File: config.mk
export PLATFORM = sky130hd
export DESIGN_NAME = adc_compute_threshold
export DESIGN_NICKNAME = d
export VERILOG_FILES = /design/src/adc_compute_pkg.sv /design/src/adc_clock_divider.sv /design/src/adc_compute_threshold.sv
export SDC_FILE = /design/constraint.sdc
export NUM_CORES = 1
export LEC_CHECK = 0
export ABC_CLOCK_PERIOD_IN_PS = 11300
export BUFFER_PORTS_ARGS = -buffer_cell sky130_fd_sc_hd__buf_2
export CORE_MARGIN = 1.5
export CORE_UTILIZATION = 40
export CTS_CLUSTER_DIAMETER = 50
export DETAILED_ROUTE_END_ITERATION = 8
export HOLD_SLACK_MARGIN = 0.12
export PLACE_DENSITY_LB_ADDON = 0.15
export SYNTH_ARGS = -nofsm -noshare
export SYNTH_HDL_FRONTEND = slang
export SYNTH_SLANG_ARGS = --single-unit
File: constraint.sdc
create_clock -name clk_i -period 11.3 [get_ports clk_i]
set_input_delay 1.13 -clock clk_i [delete_from_list [all_inputs] [get_ports clk_i]]
set_output_delay 1.13 -clock clk_i [all_outputs]
set_load 0.1 [all_outputs]
File: src/adc_compute_pkg.sv
package adc_compute_pkg;

  // register indices (word addresses on the plain register port)
  localparam logic [3:0] REG_CLOCK_DIV = 4'h0;
  localparam logic [3:0] REG_CONTROL = 4'h1;
  localparam logic [3:0] REG_REPEAT = 4'h2;
  localparam logic [3:0] REG_SETPOINT = 4'h3;
  localparam logic [3:0] REG_UPPER_TH = 4'h4;
  localparam logic [3:0] REG_LOWER_TH = 4'h5;
  localparam logic [3:0] REG_RESULT = 4'h6;
  localparam logic [3:0] REG_PREV_RESULT = 4'h7;
  localparam logic [3:0] REG_FILTER = 4'h8;
  localparam logic [3:0] REG_ERROR = 4'h9;
  localparam logic [3:0] REG_COUNT = 4'hA;
  localparam logic [3:0] REG_STATUS = 4'hB;
  localparam logic [3:0] REG_IRQ_MASK = 4'hC;

  // control register fields
  localparam int CTL_MODE_LSB = 0;
  localparam int CTL_SHIFT_LSB = 4;
  localparam int CTL_CALC_LSB = 8;
  localparam int CTL_TEST_LSB = 12;
  localparam int CTL_CONT_BIT = 15;

  // status bits
  localparam int ST_THRESH = 0;
  localparam int ST_UPPER = 1;
  localparam int ST_LOWER = 2;
  localparam int ST_OVERFLOW = 3;
  localparam int ST_COMPLETE = 4;
  localparam int ST_WIDTH = 5;

  localparam logic [7:0] CLOCK_DIV_RESET = 8'h00;
  localparam logic [15:0] CONTROL_RESET = 16'h0000;
  localparam logic [7:0] REPEAT_RESET = 8'h00;
  localparam logic [15:0] DATA_RESET = 16'h0000;
  localparam logic [ST_WIDTH-1:0] MASK_RESET = 5'h00;

  localparam logic [2:0] MODE_BASIC = 3'h0;
  localparam logic [2:0] MODE_ACCUM = 3'h1;
  localparam logic [2:0] MODE_AVERAGE = 3'h2;
  localparam logic [2:0] MODE_BURST = 3'h3;
  localparam logic [2:0] MODE_LOWPASS = 3'h4;

  typedef enum logic [2:0] {
    CALC_FIRST_DERIV, CALC_CAP_DIV, CALC_RES_SETPT, CALC_RES_FILT,
    CALC_FILT_DERIV, CALC_FILT_SETPT, CALC_RSV6, CALC_RSV7
  } calc_e;

  typedef enum logic [2:0] {
    TEST_NEVER, TEST_BELOW_LOW, TEST_ATLEAST_LOW, TEST_INSIDE,
    TEST_OUTSIDE, TEST_ATMOST_UP, TEST_ABOVE_UP, TEST_ALWAYS
  } test_e;

  typedef struct packed {
    logic [3:0] addr;
    logic [15:0] wdata;
    logic wr;
    logic rd;
  } reg_req_s;

  typedef struct packed {
    logic valid;
    logic [15:0] result;
    logic [15:0] cap_div;
  } conv_s;

endpackage

File: src/adc_clock_divider.sv
`timescale 1ns/1ps
module adc_clock_divider (
  input wire logic clk_i,
  input wire logic rst_n_i,
  input wire logic [5:0] select_i,
  output logic tick_o
);
  logic [6:0] cnt_q;
  logic [6:0] limit;

  // period is 2*(select+1) cycles
  assign limit = {select_i, 1'b1};

  always_ff @(posedge clk_i or negedge rst_n_i) begin
    if (!rst_n_i) begin
      cnt_q <= 7'h00;
    end else if (cnt_q >= limit) begin
      cnt_q <= 7'h00;
    end else begin
      cnt_q <= cnt_q + 7'h01;
    end
  end

  always_ff @(posedge clk_i or negedge rst_n_i) begin
    if (!rst_n_i) begin
      tick_o <= 1'b0;
    end else begin
      tick_o <= (cnt_q >= limit);
    end
  end
endmodule

File: src/adc_compute_threshold.sv
// Decided for this implementation: the register addresses and the address-and-strobe port.
`timescale 1ns/1ps
//
// Contract
// - in burst-average mode retrigger sampling until the count reaches the repeat target.
// - in low-pass mode accumulate to the repeat target, filter, then run the threshold test; the code filters every sample and tests at the repeat target.
// - the filter shift setting sets the low-pass weighting between new sample and filter.
// - results are latched at end of conversion and held stable for software.
// - the error is one of six differences picked by the 3-bit calculation select; the code's CALC_CAP_DIV passes the cap divider word itself, not a difference.
// - the error is compared to upper and lower thresholds, updating both flags.
// - a 3-bit test select picks one of eight threshold tests.
// - a satisfied test at the end of a computation sets the threshold interrupt flag.
// - all threshold comparisons are signed two's complement.
// - a set accumulator overflow flag forces a threshold interrupt.
module adc_compute_threshold
  import adc_compute_pkg::*;
#(
  parameter int ACC_W = 24
) (
  input wire logic clk_i,
  input wire logic rst_n_i,
  input adc_compute_pkg::reg_req_s req_i,
  output logic [15:0] rdata_o,
  input adc_compute_pkg::conv_s conv_i,
  output logic retrigger_o,
  output logic conv_clk_tick_o,
  output logic irq_o
);
  import adc_compute_pkg::*;

  ////////////////////////////////////////////////////////////////////////////
  logic [7:0] clk_div_q;
  logic [15:0] ctl_q;
  logic [7:0] repeat_q;
  logic [15:0] setpt_q;
  logic [15:0] upper_q;
  logic [15:0] lower_q;
  logic [15:0] result_q;
  logic [15:0] prev_result_q;
  logic [15:0] filt_q;
  logic [15:0] prev_filt_q;
  logic [15:0] err_q;
  logic [7:0] count_q;
  logic [ACC_W-1:0] acc_q;
  logic [ST_WIDTH-1:0] status_q;
  logic [ST_WIDTH-1:0] mask_q;
  logic [15:0] rdata_q;
  logic retrig_q;

  logic [2:0] mode;
  logic [2:0] shift;
  calc_e calc;
  test_e test;
  logic wr_ctl;

  assign mode = ctl_q[CTL_MODE_LSB +: 3];
  assign shift = ctl_q[CTL_SHIFT_LSB +: 3];
  assign calc = calc_e'(ctl_q[CTL_CALC_LSB +: 3]);
  assign test = test_e'(ctl_q[CTL_TEST_LSB +: 3]);
  assign wr_ctl = req_i.wr && (req_i.addr == REG_CONTROL);

  ////////////////////////////////////////////////////////////////////////////
  // software registers
  always_ff @(posedge clk_i or negedge rst_n_i) begin
    if (!rst_n_i) begin
      clk_div_q <= CLOCK_DIV_RESET;
      ctl_q <= CONTROL_RESET;
      repeat_q <= REPEAT_RESET;
      setpt_q <= DATA_RESET;
      upper_q <= DATA_RESET;
      lower_q <= DATA_RESET;
      mask_q <= MASK_RESET;
    end else if (req_i.wr) begin
      case (req_i.addr)
        // upper bits unimplemented
        REG_CLOCK_DIV: clk_div_q <= {2'h0, req_i.wdata[5:0]};
        REG_CONTROL: ctl_q <= req_i.wdata;
        REG_REPEAT: repeat_q <= req_i.wdata[7:0];
        REG_SETPOINT: setpt_q <= req_i.wdata;
        REG_UPPER_TH: upper_q <= req_i.wdata;
        REG_LOWER_TH: lower_q <= req_i.wdata;
        REG_IRQ_MASK: mask_q <= req_i.wdata[ST_WIDTH-1:0];
        default: ;
      endcase
    end
  end

  adc_clock_divider u_div (
    .clk_i(clk_i),
    .rst_n_i(rst_n_i),
    .select_i(clk_div_q[5:0]),
    .tick_o(conv_clk_tick_o)
  );

  ////////////////////////////////////////////////////////////////////////////
  // accumulation and filtering
  logic [7:0] count_next;
  logic done;
  logic [ACC_W-1:0] acc_sum;
  logic acc_ovf;
  logic [ACC_W-1:0] acc_shr;
  logic signed [16:0] lp_step;
  logic [15:0] lp_next;
  logic [15:0] filt_next;

  // saturates so a long run never wraps back to zero
  assign count_next = (count_q == 8'hFF) ? count_q : count_q + 8'h01;
  // basic mode finishes on every sample, the other modes at the repeat target
  assign done = (mode == MODE_BASIC) || (count_next >= repeat_q);
  assign acc_sum = acc_q + ACC_W'(conv_i.result);
  assign acc_ovf = (acc_sum < acc_q);
  assign acc_shr = acc_sum >> shift;
  assign lp_step = 17'(($signed({1'b0, conv_i.result}) - $signed({1'b0, filt_q})) >>> shift);
  assign lp_next = 16'($signed({1'b0, filt_q}) + lp_step);
  assign filt_next = (mode == MODE_LOWPASS) ? lp_next :
                     (mode == MODE_BASIC) ? filt_q : acc_shr[15:0];

  always_ff @(posedge clk_i or negedge rst_n_i) begin
    if (!rst_n_i) begin
      count_q <= 8'h00;
      acc_q <= '0;
    end else if (wr_ctl) begin
      count_q <= 8'h00;
      acc_q <= '0;
    end else if (conv_i.valid) begin
      if (done) begin
        count_q <= 8'h00;
        acc_q <= '0;
      end else begin
        count_q <= count_next;
        acc_q <= acc_sum;
      end
    end
  end

  ////////////////////////////////////////////////////////////////////////////
  // latch results at end of conversion
  always_ff @(posedge clk_i or negedge rst_n_i) begin
    if (!rst_n_i) begin
      result_q <= DATA_RESET;
      prev_result_q <= DATA_RESET;
    end else if (conv_i.valid) begin
      result_q <= conv_i.result;
      prev_result_q <= result_q;
    end
  end

  always_ff @(posedge clk_i or negedge rst_n_i) begin
    if (!rst_n_i) begin
      filt_q <= DATA_RESET;
      prev_filt_q <= DATA_RESET;
    end else if (conv_i.valid && (done || mode == MODE_LOWPASS)) begin
      filt_q <= filt_next;
      if (done) begin
        prev_filt_q <= filt_q;
      end
    end
  end

  ////////////////////////////////////////////////////////////////////////////
  // error calculation and threshold test
  logic [15:0] err_next;
  logic signed [15:0] err_s;
  logic lt_low;
  logic gt_up;
  logic hit;

  always_comb begin
    case (calc)
      CALC_FIRST_DERIV: err_next = conv_i.result - result_q;
      CALC_CAP_DIV: err_next = conv_i.cap_div;
      CALC_RES_SETPT: err_next = conv_i.result - setpt_q;
      CALC_RES_FILT: err_next = conv_i.result - filt_next;
      CALC_FILT_DERIV: err_next = filt_next - filt_q;
      CALC_FILT_SETPT: err_next = filt_next - setpt_q;
      default: err_next = 16'h0000;
    endcase
  end

  assign err_s = $signed(err_next);
  assign lt_low = err_s < $signed(lower_q);
  assign gt_up = err_s > $signed(upper_q);

  always_comb begin
    case (test)
      TEST_NEVER: hit = 1'b0;
      TEST_BELOW_LOW: hit = lt_low;
      TEST_ATLEAST_LOW: hit = !lt_low;
      TEST_INSIDE: hit = !lt_low && !gt_up;
      TEST_OUTSIDE: hit = lt_low || gt_up;
      TEST_ATMOST_UP: hit = !gt_up;
      TEST_ABOVE_UP: hit = gt_up;
      TEST_ALWAYS: hit = 1'b1;
      default: hit = 1'b0;
    endcase
  end

  always_ff @(posedge clk_i or negedge rst_n_i) begin
    if (!rst_n_i) begin
      err_q <= DATA_RESET;
    end else if (conv_i.valid && done) begin
      err_q <= err_next;
    end
  end

  ////////////////////////////////////////////////////////////////////////////
  // sticky status, write one to clear, set wins
  logic [ST_WIDTH-1:0] set_ev;
  logic [ST_WIDTH-1:0] clr;
  logic comp_end;

  assign comp_end = conv_i.valid && done;
  assign clr = (req_i.wr && req_i.addr == REG_STATUS) ? req_i.wdata[ST_WIDTH-1:0] : '0;

  always_comb begin
    set_ev = '0;
    if (comp_end) begin
      set_ev[ST_UPPER] = gt_up;
      set_ev[ST_LOWER] = lt_low;
      set_ev[ST_COMPLETE] = 1'b1;
      set_ev[ST_THRESH] = hit || status_q[ST_OVERFLOW] || acc_ovf;
    end
    // wrap sets its own flag and the interrupt
    if (conv_i.valid && !wr_ctl && mode != MODE_BASIC && acc_ovf) begin
      set_ev[ST_OVERFLOW] = 1'b1;
      set_ev[ST_THRESH] = 1'b1;
    end
  end

  // set checked before clear so a same-cycle event is never lost
  for (genvar b = 0; b < ST_WIDTH; b++) begin : g_status
    always_ff @(posedge clk_i or negedge rst_n_i) begin
      if (!rst_n_i) begin
        status_q[b] <= 1'b0;
      end else if (set_ev[b]) begin
        status_q[b] <= 1'b1;
      end else if (clr[b]) begin
        status_q[b] <= 1'b0;
      end
    end
  end

  // level output, drops as soon as the bit is cleared or masked
  assign irq_o = |(status_q & mask_q);

  ////////////////////////////////////////////////////////////////////////////
  // burst retrigger regardless of continuous enable
  always_ff @(posedge clk_i or negedge rst_n_i) begin
    if (!rst_n_i) begin
      retrig_q <= 1'b0;
    end else begin
      retrig_q <= conv_i.valid &&
                  ((mode == MODE_BURST && !done) || ctl_q[CTL_CONT_BIT]);
    end
  end

  assign retrigger_o = retrig_q;

  ////////////////////////////////////////////////////////////////////////////
  // read port, data in the cycle after the strobe
  logic [15:0] rd_mux;

  // unmapped indices read as zero
  always_comb begin
    case (req_i.addr)
      REG_CLOCK_DIV: rd_mux = {8'h00, clk_div_q};
      REG_CONTROL: rd_mux = ctl_q;
      REG_REPEAT: rd_mux = {8'h00, repeat_q};
      REG_SETPOINT: rd_mux = setpt_q;
      REG_UPPER_TH: rd_mux = upper_q;
      REG_LOWER_TH: rd_mux = lower_q;
      REG_RESULT: rd_mux = result_q;
      REG_PREV_RESULT: rd_mux = prev_result_q;
      REG_FILTER: rd_mux = filt_q;
      REG_ERROR: rd_mux = err_q;
      REG_COUNT: rd_mux = {8'h00, count_q};
      REG_STATUS: rd_mux = {11'h000, status_q};
      REG_IRQ_MASK: rd_mux = {11'h000, mask_q};
      default: rd_mux = 16'h0000;
    endcase
  end

  // zero outside the slot so a stale word is never mistaken for data
  always_ff @(posedge clk_i or negedge rst_n_i) begin
    if (!rst_n_i) begin
      rdata_q <= 16'h0000;
    end else if (req_i.rd) begin
      rdata_q <= rd_mux;
    end else begin
      rdata_q <= 16'h0000;
    end
  end

  assign rdata_o = rdata_q;
endmodule

# After elaboration in Yosys (flattened, before gate mapping)
# Cells that the tools add are included.
classes:
  n_lt_le_gt_ge: 5
  eq_ne: 27
  n_reduce_logical: 39
  n_addsub: 10
  bitwise: 1
  n_shift: 2
  mux: 29
op_table:
  columns: ["operator", "count"]
  rows:
  - ["case mux 16 bit (13 select lines)", 1]
  - ["case mux 16 bit (6 select lines)", 1]
  - ["subtractor 16 bit", 5]
  - ["two-way mux 24 bit", 3]
  - ["two-way mux 16 bit", 3]
  - ["two-way mux 8 bit", 4]
  - ["adder 24 x 16 -> 24 bit", 1]
  - ["< comparator 24 bit", 1]
  - [">> shifter 24 x 3 -> 16 bit", 1]
  - ["equality test 3 bit, second input constant", 7]
  - ["equality test 4 bit, second input constant", 5]
  - [">>> shifter 17 x 3 -> 16 bit", 1]
  - ["subtractor 16 x 16 -> 17 bit", 1]
  - ["adder 16 bit", 1]
  - ["equality test 4 x 3 -> 1 bit, second input constant", 4]
  - ["greater-than comparator 16 bit", 1]
  - ["< comparator 16 bit", 1]
  - ["equality test 3 x 2 -> 1 bit, second input constant", 5]
  - ["AND reduction 2 bit", 7]
  - ["two-way mux 1 bit", 13]
  - ["nonzero test 2 bit", 6]
  - ["logical AND 1 bit", 10]
  - ["zero test 3 bit", 3]
  - ["adder 8 x 1 -> 8 bit, second input constant", 1]
  - ["17 further kinds", 27]
word_totals:
  regBits: 209

# Depth between registers and ports, before layout
logic_depth:
  ltp_word: 15
  mapped_depth: 47
  mapped_depth_nobuf: 47

# Modules after synthesis
# A second synthesis with hierarchy kept.
hier_totals:
  hier_cells: 1820
  area_unflattened_um2: 16631.0
modules_own_cells:
  columns: ["mod", "cells_each", "n_inst", "area_per_inst_um2"]
  rows:
  - ["adc_compute_threshold", 1771, 1, 16146.7]
  - ["adc_clock_divider", 49, 1, 484.2]

# Least setup slack after synthesis
# Ideal clock, no wire load.
synth_path:
  path_kind: "input port to flip-flop"
  start: "input conv_i[16] in the netlist's numbering"
  end: "register status_q[0]"
  setup_time_ps: 144
  path_stages: 38
  t_required_ps: 11156
  setup_slack_ps: 2706
  arrival_ps: 8450
  cell_sequence: "inv_1 > ha_1 > fa_1 > nor2b_1 > o31ai_2 > a221oi_1 > o21ai_0 > a21boi_0 > o21ai_0 > a21boi_0 > nor4_1 > nor4_1 > o31ai_1 > ha_1 > a21o_1 > a21o_1 > a211o_1 > a211oi_1 > [2 not listed] > a21oi_1 > ha_1 > and3_1 > a211o_1 > a21oi_1 > xor2_1 > nor2_1 > a221oi_2 > nand2_1 > ha_1 > and4_1 > nand4_1 > o31a_1 > o21ai_0 > o21ai_0 > a211o_1 > a211oi_1 > o211ai_1"
synth_via:
  elab_chain_len: 15
  elab_cells_between_ends: 28
  classes_between: "8 x add/sub; 3 x order compare; 2 x shift; 7 x mux; 8 x reduce/logical"
synth_lines:
  columns: ["item", "line_no", "rtl"]
  rows:
  - ["start: declaration", "adc_compute_threshold.sv:24", "input adc_compute_pkg::conv_s conv_i,"]
  - ["subtractor 16 x 16 -> 17 bit or adder 24 x 16 -> 24 bit (tied branches)", "adc_compute_threshold.sv:113, adc_compute_threshold.sv:110", null]
  - [">>> shifter 17 x 3 -> 16 bit or >> shifter 24 x 3 -> 16 bit (tied branches)", "adc_compute_threshold.sv:113, adc_compute_threshold.sv:112", null]
  - ["adder 16 bit or two-way mux 16 bit (tied branches)", "adc_compute_threshold.sv:114, adc_compute_threshold.sv:116", null]
  - ["two-way mux 16 bit *", "adc_compute_threshold.sv:115", "assign filt_next = (mode == MODE_LOWPASS) ? lp_next :"]
  - ["net filt_next[12]", "adc_compute_threshold.sv:104", "logic [15:0] filt_next;"]
  - ["subtractor 16 bit (on tied branches)", "adc_compute_threshold.sv:175, adc_compute_threshold.sv:173, adc_compute_threshold.sv:174", null]
  - ["case mux 16 bit (6 select lines) *", "adc_compute_threshold.sv:169", "case (calc)"]
  - ["net err_next[15]", "adc_compute_threshold.sv:162", "logic [15:0] err_next;"]
  - ["< comparator 16 bit or greater-than comparator 16 bit (tied branches)", "adc_compute_threshold.sv:181, adc_compute_threshold.sv:182", null]
  - ["zero test 1 bit (on tied branches)", "adc_compute_threshold.sv:188, adc_compute_threshold.sv:189, adc_compute_threshold.sv:191", null]
  - ["logical AND 1 bit", "adc_compute_threshold.sv:189", "TEST_INSIDE: hit = !lt_low && !gt_up;"]
  - ["case mux 1 bit (8 select lines) *", "adc_compute_threshold.sv:185", "case (test)"]
  - ["logical OR 1 bit * (2 in series)", "adc_compute_threshold.sv:221", "set_ev[ST_THRESH] = hit || status_q[ST_OVERFLOW] || acc_ovf;"]
  - ["two-way mux 3 bit *", "adc_compute_threshold.sv:217", "if (comp_end) begin"]
  - ["two-way mux 1 bit *", "adc_compute_threshold.sv:224", "if (conv_i.valid && !wr_ctl && mode != MODE_BASIC && acc_ovf) begin"]
  - ["two-way mux 1 bit or nonzero test 2 bit (tied branches)", null, null]
  - ["end signal: indexed assignment", "adc_compute_threshold.sv:234", "status_q[b] <= 1'b0;"]
  - ["end signal: indexed assignment", "adc_compute_threshold.sv:236", "status_q[b] <= 1'b1;"]
  - ["end signal: indexed assignment", "adc_compute_threshold.sv:238", "status_q[b] <= 1'b0;"]
  - ["end: declaration", "adc_compute_threshold.sv:45", "logic [ST_WIDTH-1:0] status_q;"]
# Mark *: on every way through the listed nets, which the timed path passes. The rest lies on a longest branch.
# A chain may end at the register's enable or synchronous reset.

# Worst setup path in the final report
# Same ends and word-level chain as after synthesis.

==> flow_metrics.env <==
export IMPL_status="finished, violations left"
export IMPL_violations="DRC"
export IMPL_fmax_mhz=102
export IMPL_stdcell_area_um2=18900
export IMPL_worstSkewPairLatency_ns=0.56
export IMPL_portBuffers=75
export IMPL_totalPowerFinal_w=0.00607
export IMPL_cts_hold_fix_buffers=0
export IMPL_sw_frac_of_total=0.480
export IMPL_wirelength_um=60800
export IMPL_critical_path_max_stage_delay_ns=0.57
export IMPL_worst_clock_skew_ns=0.0268
export IMPL_grt_first_pass_wirelength_um=92500
export IMPL_synth_cell_types=88
export IMPL_clkSinkCount=209
export IMPL_root_buffer="clkbuf_16"
export IMPL_syn2layout_area_growth_pct=12.9
export IMPL_rows=74
export IMPL_cp_end_kind="register"
export IMPL_diodes=0
export IMPL_crit_fanout=6
export IMPL_drtAntennaViolNets=0
export IMPL_gp_congestion=0.944
export IMPL_placed_area_um2=17700
export IMPL_cp_common_cell="ha_1"
export IMPL_dp_slack_ns=1.09
export IMPL_synth_area_um2=16700
export IMPL_dieHeight_um=207
export IMPL_setup_slack_ns=1.51
export IMPL_postCtsSetupRepairBufs=0
export IMPL_pwr_share_comb=0.625
export IMPL_vias=14993
export IMPL_final_setup_viol_count=0
export IMPL_finalHoldViolCount=0
export IMPL_intPower_w=0.00316
export IMPL_num_io_pins=76
export IMPL_power_frac_clock=0.178
export IMPL_crit_arrival_ns=10.18
export IMPL_synthFlopType="dfrtp_1"
export IMPL_coreArea_um2=41000
export IMPL_fp_dieArea_um2=43000
export IMPL_cts_resized=0
export IMPL_yosysWarnings=0
export IMPL_drc=2
export IMPL_rsz0062_at_grt="no"
export IMPL_clock_path_buffers=3
export IMPL_synth_net_count=2050
export IMPL_hpwlAfterDp_um=45500
export IMPL_relSlewSlack=0.227
export IMPL_max_cap_violations=0
export IMPL_clk_pin_slew_ns=0.06
export IMPL_synth_seq_cells=209
export IMPL_syn_area_per_cell_um2=9.06
export IMPL_cts_buffers=34
export IMPL_track_usage=0.283
export IMPL_final_nets=2107
export IMPL_cp_start_kind="input pin"
export IMPL_grt_pass1_vias=14461
export IMPL_power_share_sequential=0.197
export IMPL_drive_gt1_frac=0.178
export IMPL_tns_ns=0
export IMPL_dieWidth_um=207
export IMPL_worstMarginPinSlew_ns=1.16
export IMPL_dr_pass1_iters=9
export IMPL_gr_total_overflow=0
export IMPL_maxSlewViolCount=0
export IMPL_final_core_util=0.460
export IMPL_rrSetupSlack_ns=1.76
export IMPL_start_util=0.408
export IMPL_drtIter0Drc=1493
export IMPL_peakVddDrop_v=0.000138
export IMPL_power_switching_w=0.00291
export IMPL_synth_edf_count=0
export IMPL_grt_max_degree=82
export IMPL_cts_tree="built"
export IMPL_seq_area_frac_synth=0.313
export IMPL_async_flop_share=1.00
export IMPL_period_minus_slack_ns=9.79
export IMPL_hp_class="register to register"
export IMPL_min_period_over_period=0.866
export IMPL_crit_type="input pin to register"
export IMPL_wl_per_cell_um=24.7
export IMPL_syn_inst=1846
export IMPL_p_leak_nw=8.60
export IMPL_power_density_nw_per_um2=322
export IMPL_htreeDepth=2
export IMPL_antenna_found_initial=0
export IMPL_avgViaCountPerCell=6.09
export IMPL_cp_data_required_time_ns=11.69
export IMPL_slowest_stage="a221oi_1"
[per-stage QoR]
step,hold WS [ns],cells
3_5_place_dp,0.467,2399
6_report,0.480,2461
5_1_grt,0.506,2461
2_1_floorplan,0.446,1846
3_3_place_gp,0.458,2399
4_1_cts,0.482,2461
[layout make-up]
type	count	area (um^2)
clock buffer	43	966
inverter	125	469
sequential	209	5230
fill	4021	22100
tap	532	666
multi-input combinational	1431	10700
clock inverter	19	214
timing repair buffer	102	588
[layout by cell type, fill, tap and decap left out, types with 29 or more instances in the layout]
master,netlist,layout
a21o_1,35,35
a21oi_1,108,107
a22o_1,34,34
a22oi_1,37,37
buf_2,0,74
clkbuf_16,0,35
dfrtp_1,209,209
ha_1,142,142
inv_1,122,122
mux2_2,139,139
mux2i_1,50,50
nand2_1,166,166
nand3_1,34,34
nor2_1,113,113
nor2b_1,29,29
nor3_1,34,31
o21ai_0,121,121
xnor2_1,48,48
[synthesized netlist by cell type (35+ instances only)]
library cell    n  area [um^2]
a21o_1         35          263
a21oi_1       108          541
a22oi_1        37          278
clkbuf_1       71          267
dfrtp_1       209         5230
ha_1          142         1780
inv_1         122          458
mux2_2        139         1570
mux2i_1        50          500
nand2_1       166          623
nor2_1        113          424
o21ai_0       121          606
xnor2_1        48          420
[state kept, by name, summed over array words and instances, names as in the netlist]
name / count
lower_q: 16
filt_q: 16
clk_div_q: 6
result_q: 16
count_q: 8
repeat_q: 8
mask_q: 5
acc_q: 24
retrigger_o: 1
setpt_q: 16
ctl_q: 16
u_div.cnt_q: 7
u_div.tick_o: 1
upper_q: 16
prev_result_q: 16
rdata_o: 16
status_q: 5
err_q: 16
[critical path: cells and delay by family]
family | cells | cell delay (ns)
AO/OA/AOI/OAI | 22 | 5.17
adder cells (fa/ha/maj) | 5 | 1.74
AND/OR/NAND/NOR | 9 | 1.72
XOR/XNOR | 1 | 0.20
buffers and inverters | 2 | 0.19
[power by group through the flow]
| stage | logic, W | clock network [W] | registers [W] |
|---|---|---|---|
| finish | 0.00379 | 0.00108 | 0.00120 |
| global route | 0.00420 | 0.00114 | 0.00122 |
| CTS | 0.00374 | 0.00111 | 0.00119 |
| detailed placement | 0.00371 | 0 | 0.00120 |
| global placement | 0.00371 | 0 | 0.00120 |
| floorplan | 0.00273 | 0 | 0.00112 |
[logic make-up after synthesis]
group / synth area share
adders and majority gates: 0.112
muxes: 0.136
and+or+nand+nor: 0.127
xor gates and xnor gates: 0.0349
DFF: 0.313
buffers and inverters: 0.0462
AOI/OAI and AO/OA: 0.231
[worst paths after layout]
check	start	endpoint	depth (start not counted)
setup / recovery	conv_i[16]	status_q[0]$_DFFE_PN0P_	39
hold / removal	u_div.cnt_q[0]$_DFF_PN0_	u_div.cnt_q[0]$_DFF_PN0_	1
setup reg to reg	filt_q[0]$_DFFE_PN0P_	status_q[0]$_DFFE_PN0P_	37
hold reg to reg	u_div.cnt_q[0]$_DFF_PN0_	u_div.cnt_q[0]$_DFF_PN0_	1
max in group asynchronous	rst_n_i	setpt_q[4]$_DFFE_PN0P_	3
min in group asynchronous	rst_n_i	acc_q[12]$_DFFE_PN0P_	1
[metal layers]
metal,vias up,GRT usage,share of wire,routed length [um]
met5,-,0,0,0
met4,0,0.126,0.042,2580
li1,6931,-,-,-
met1,7358,0.404,0.46,28100
met3,114,0.0445,0.068,4120
met2,590,0.422,0.43,26000
Power figures use the tool's default switching activity.
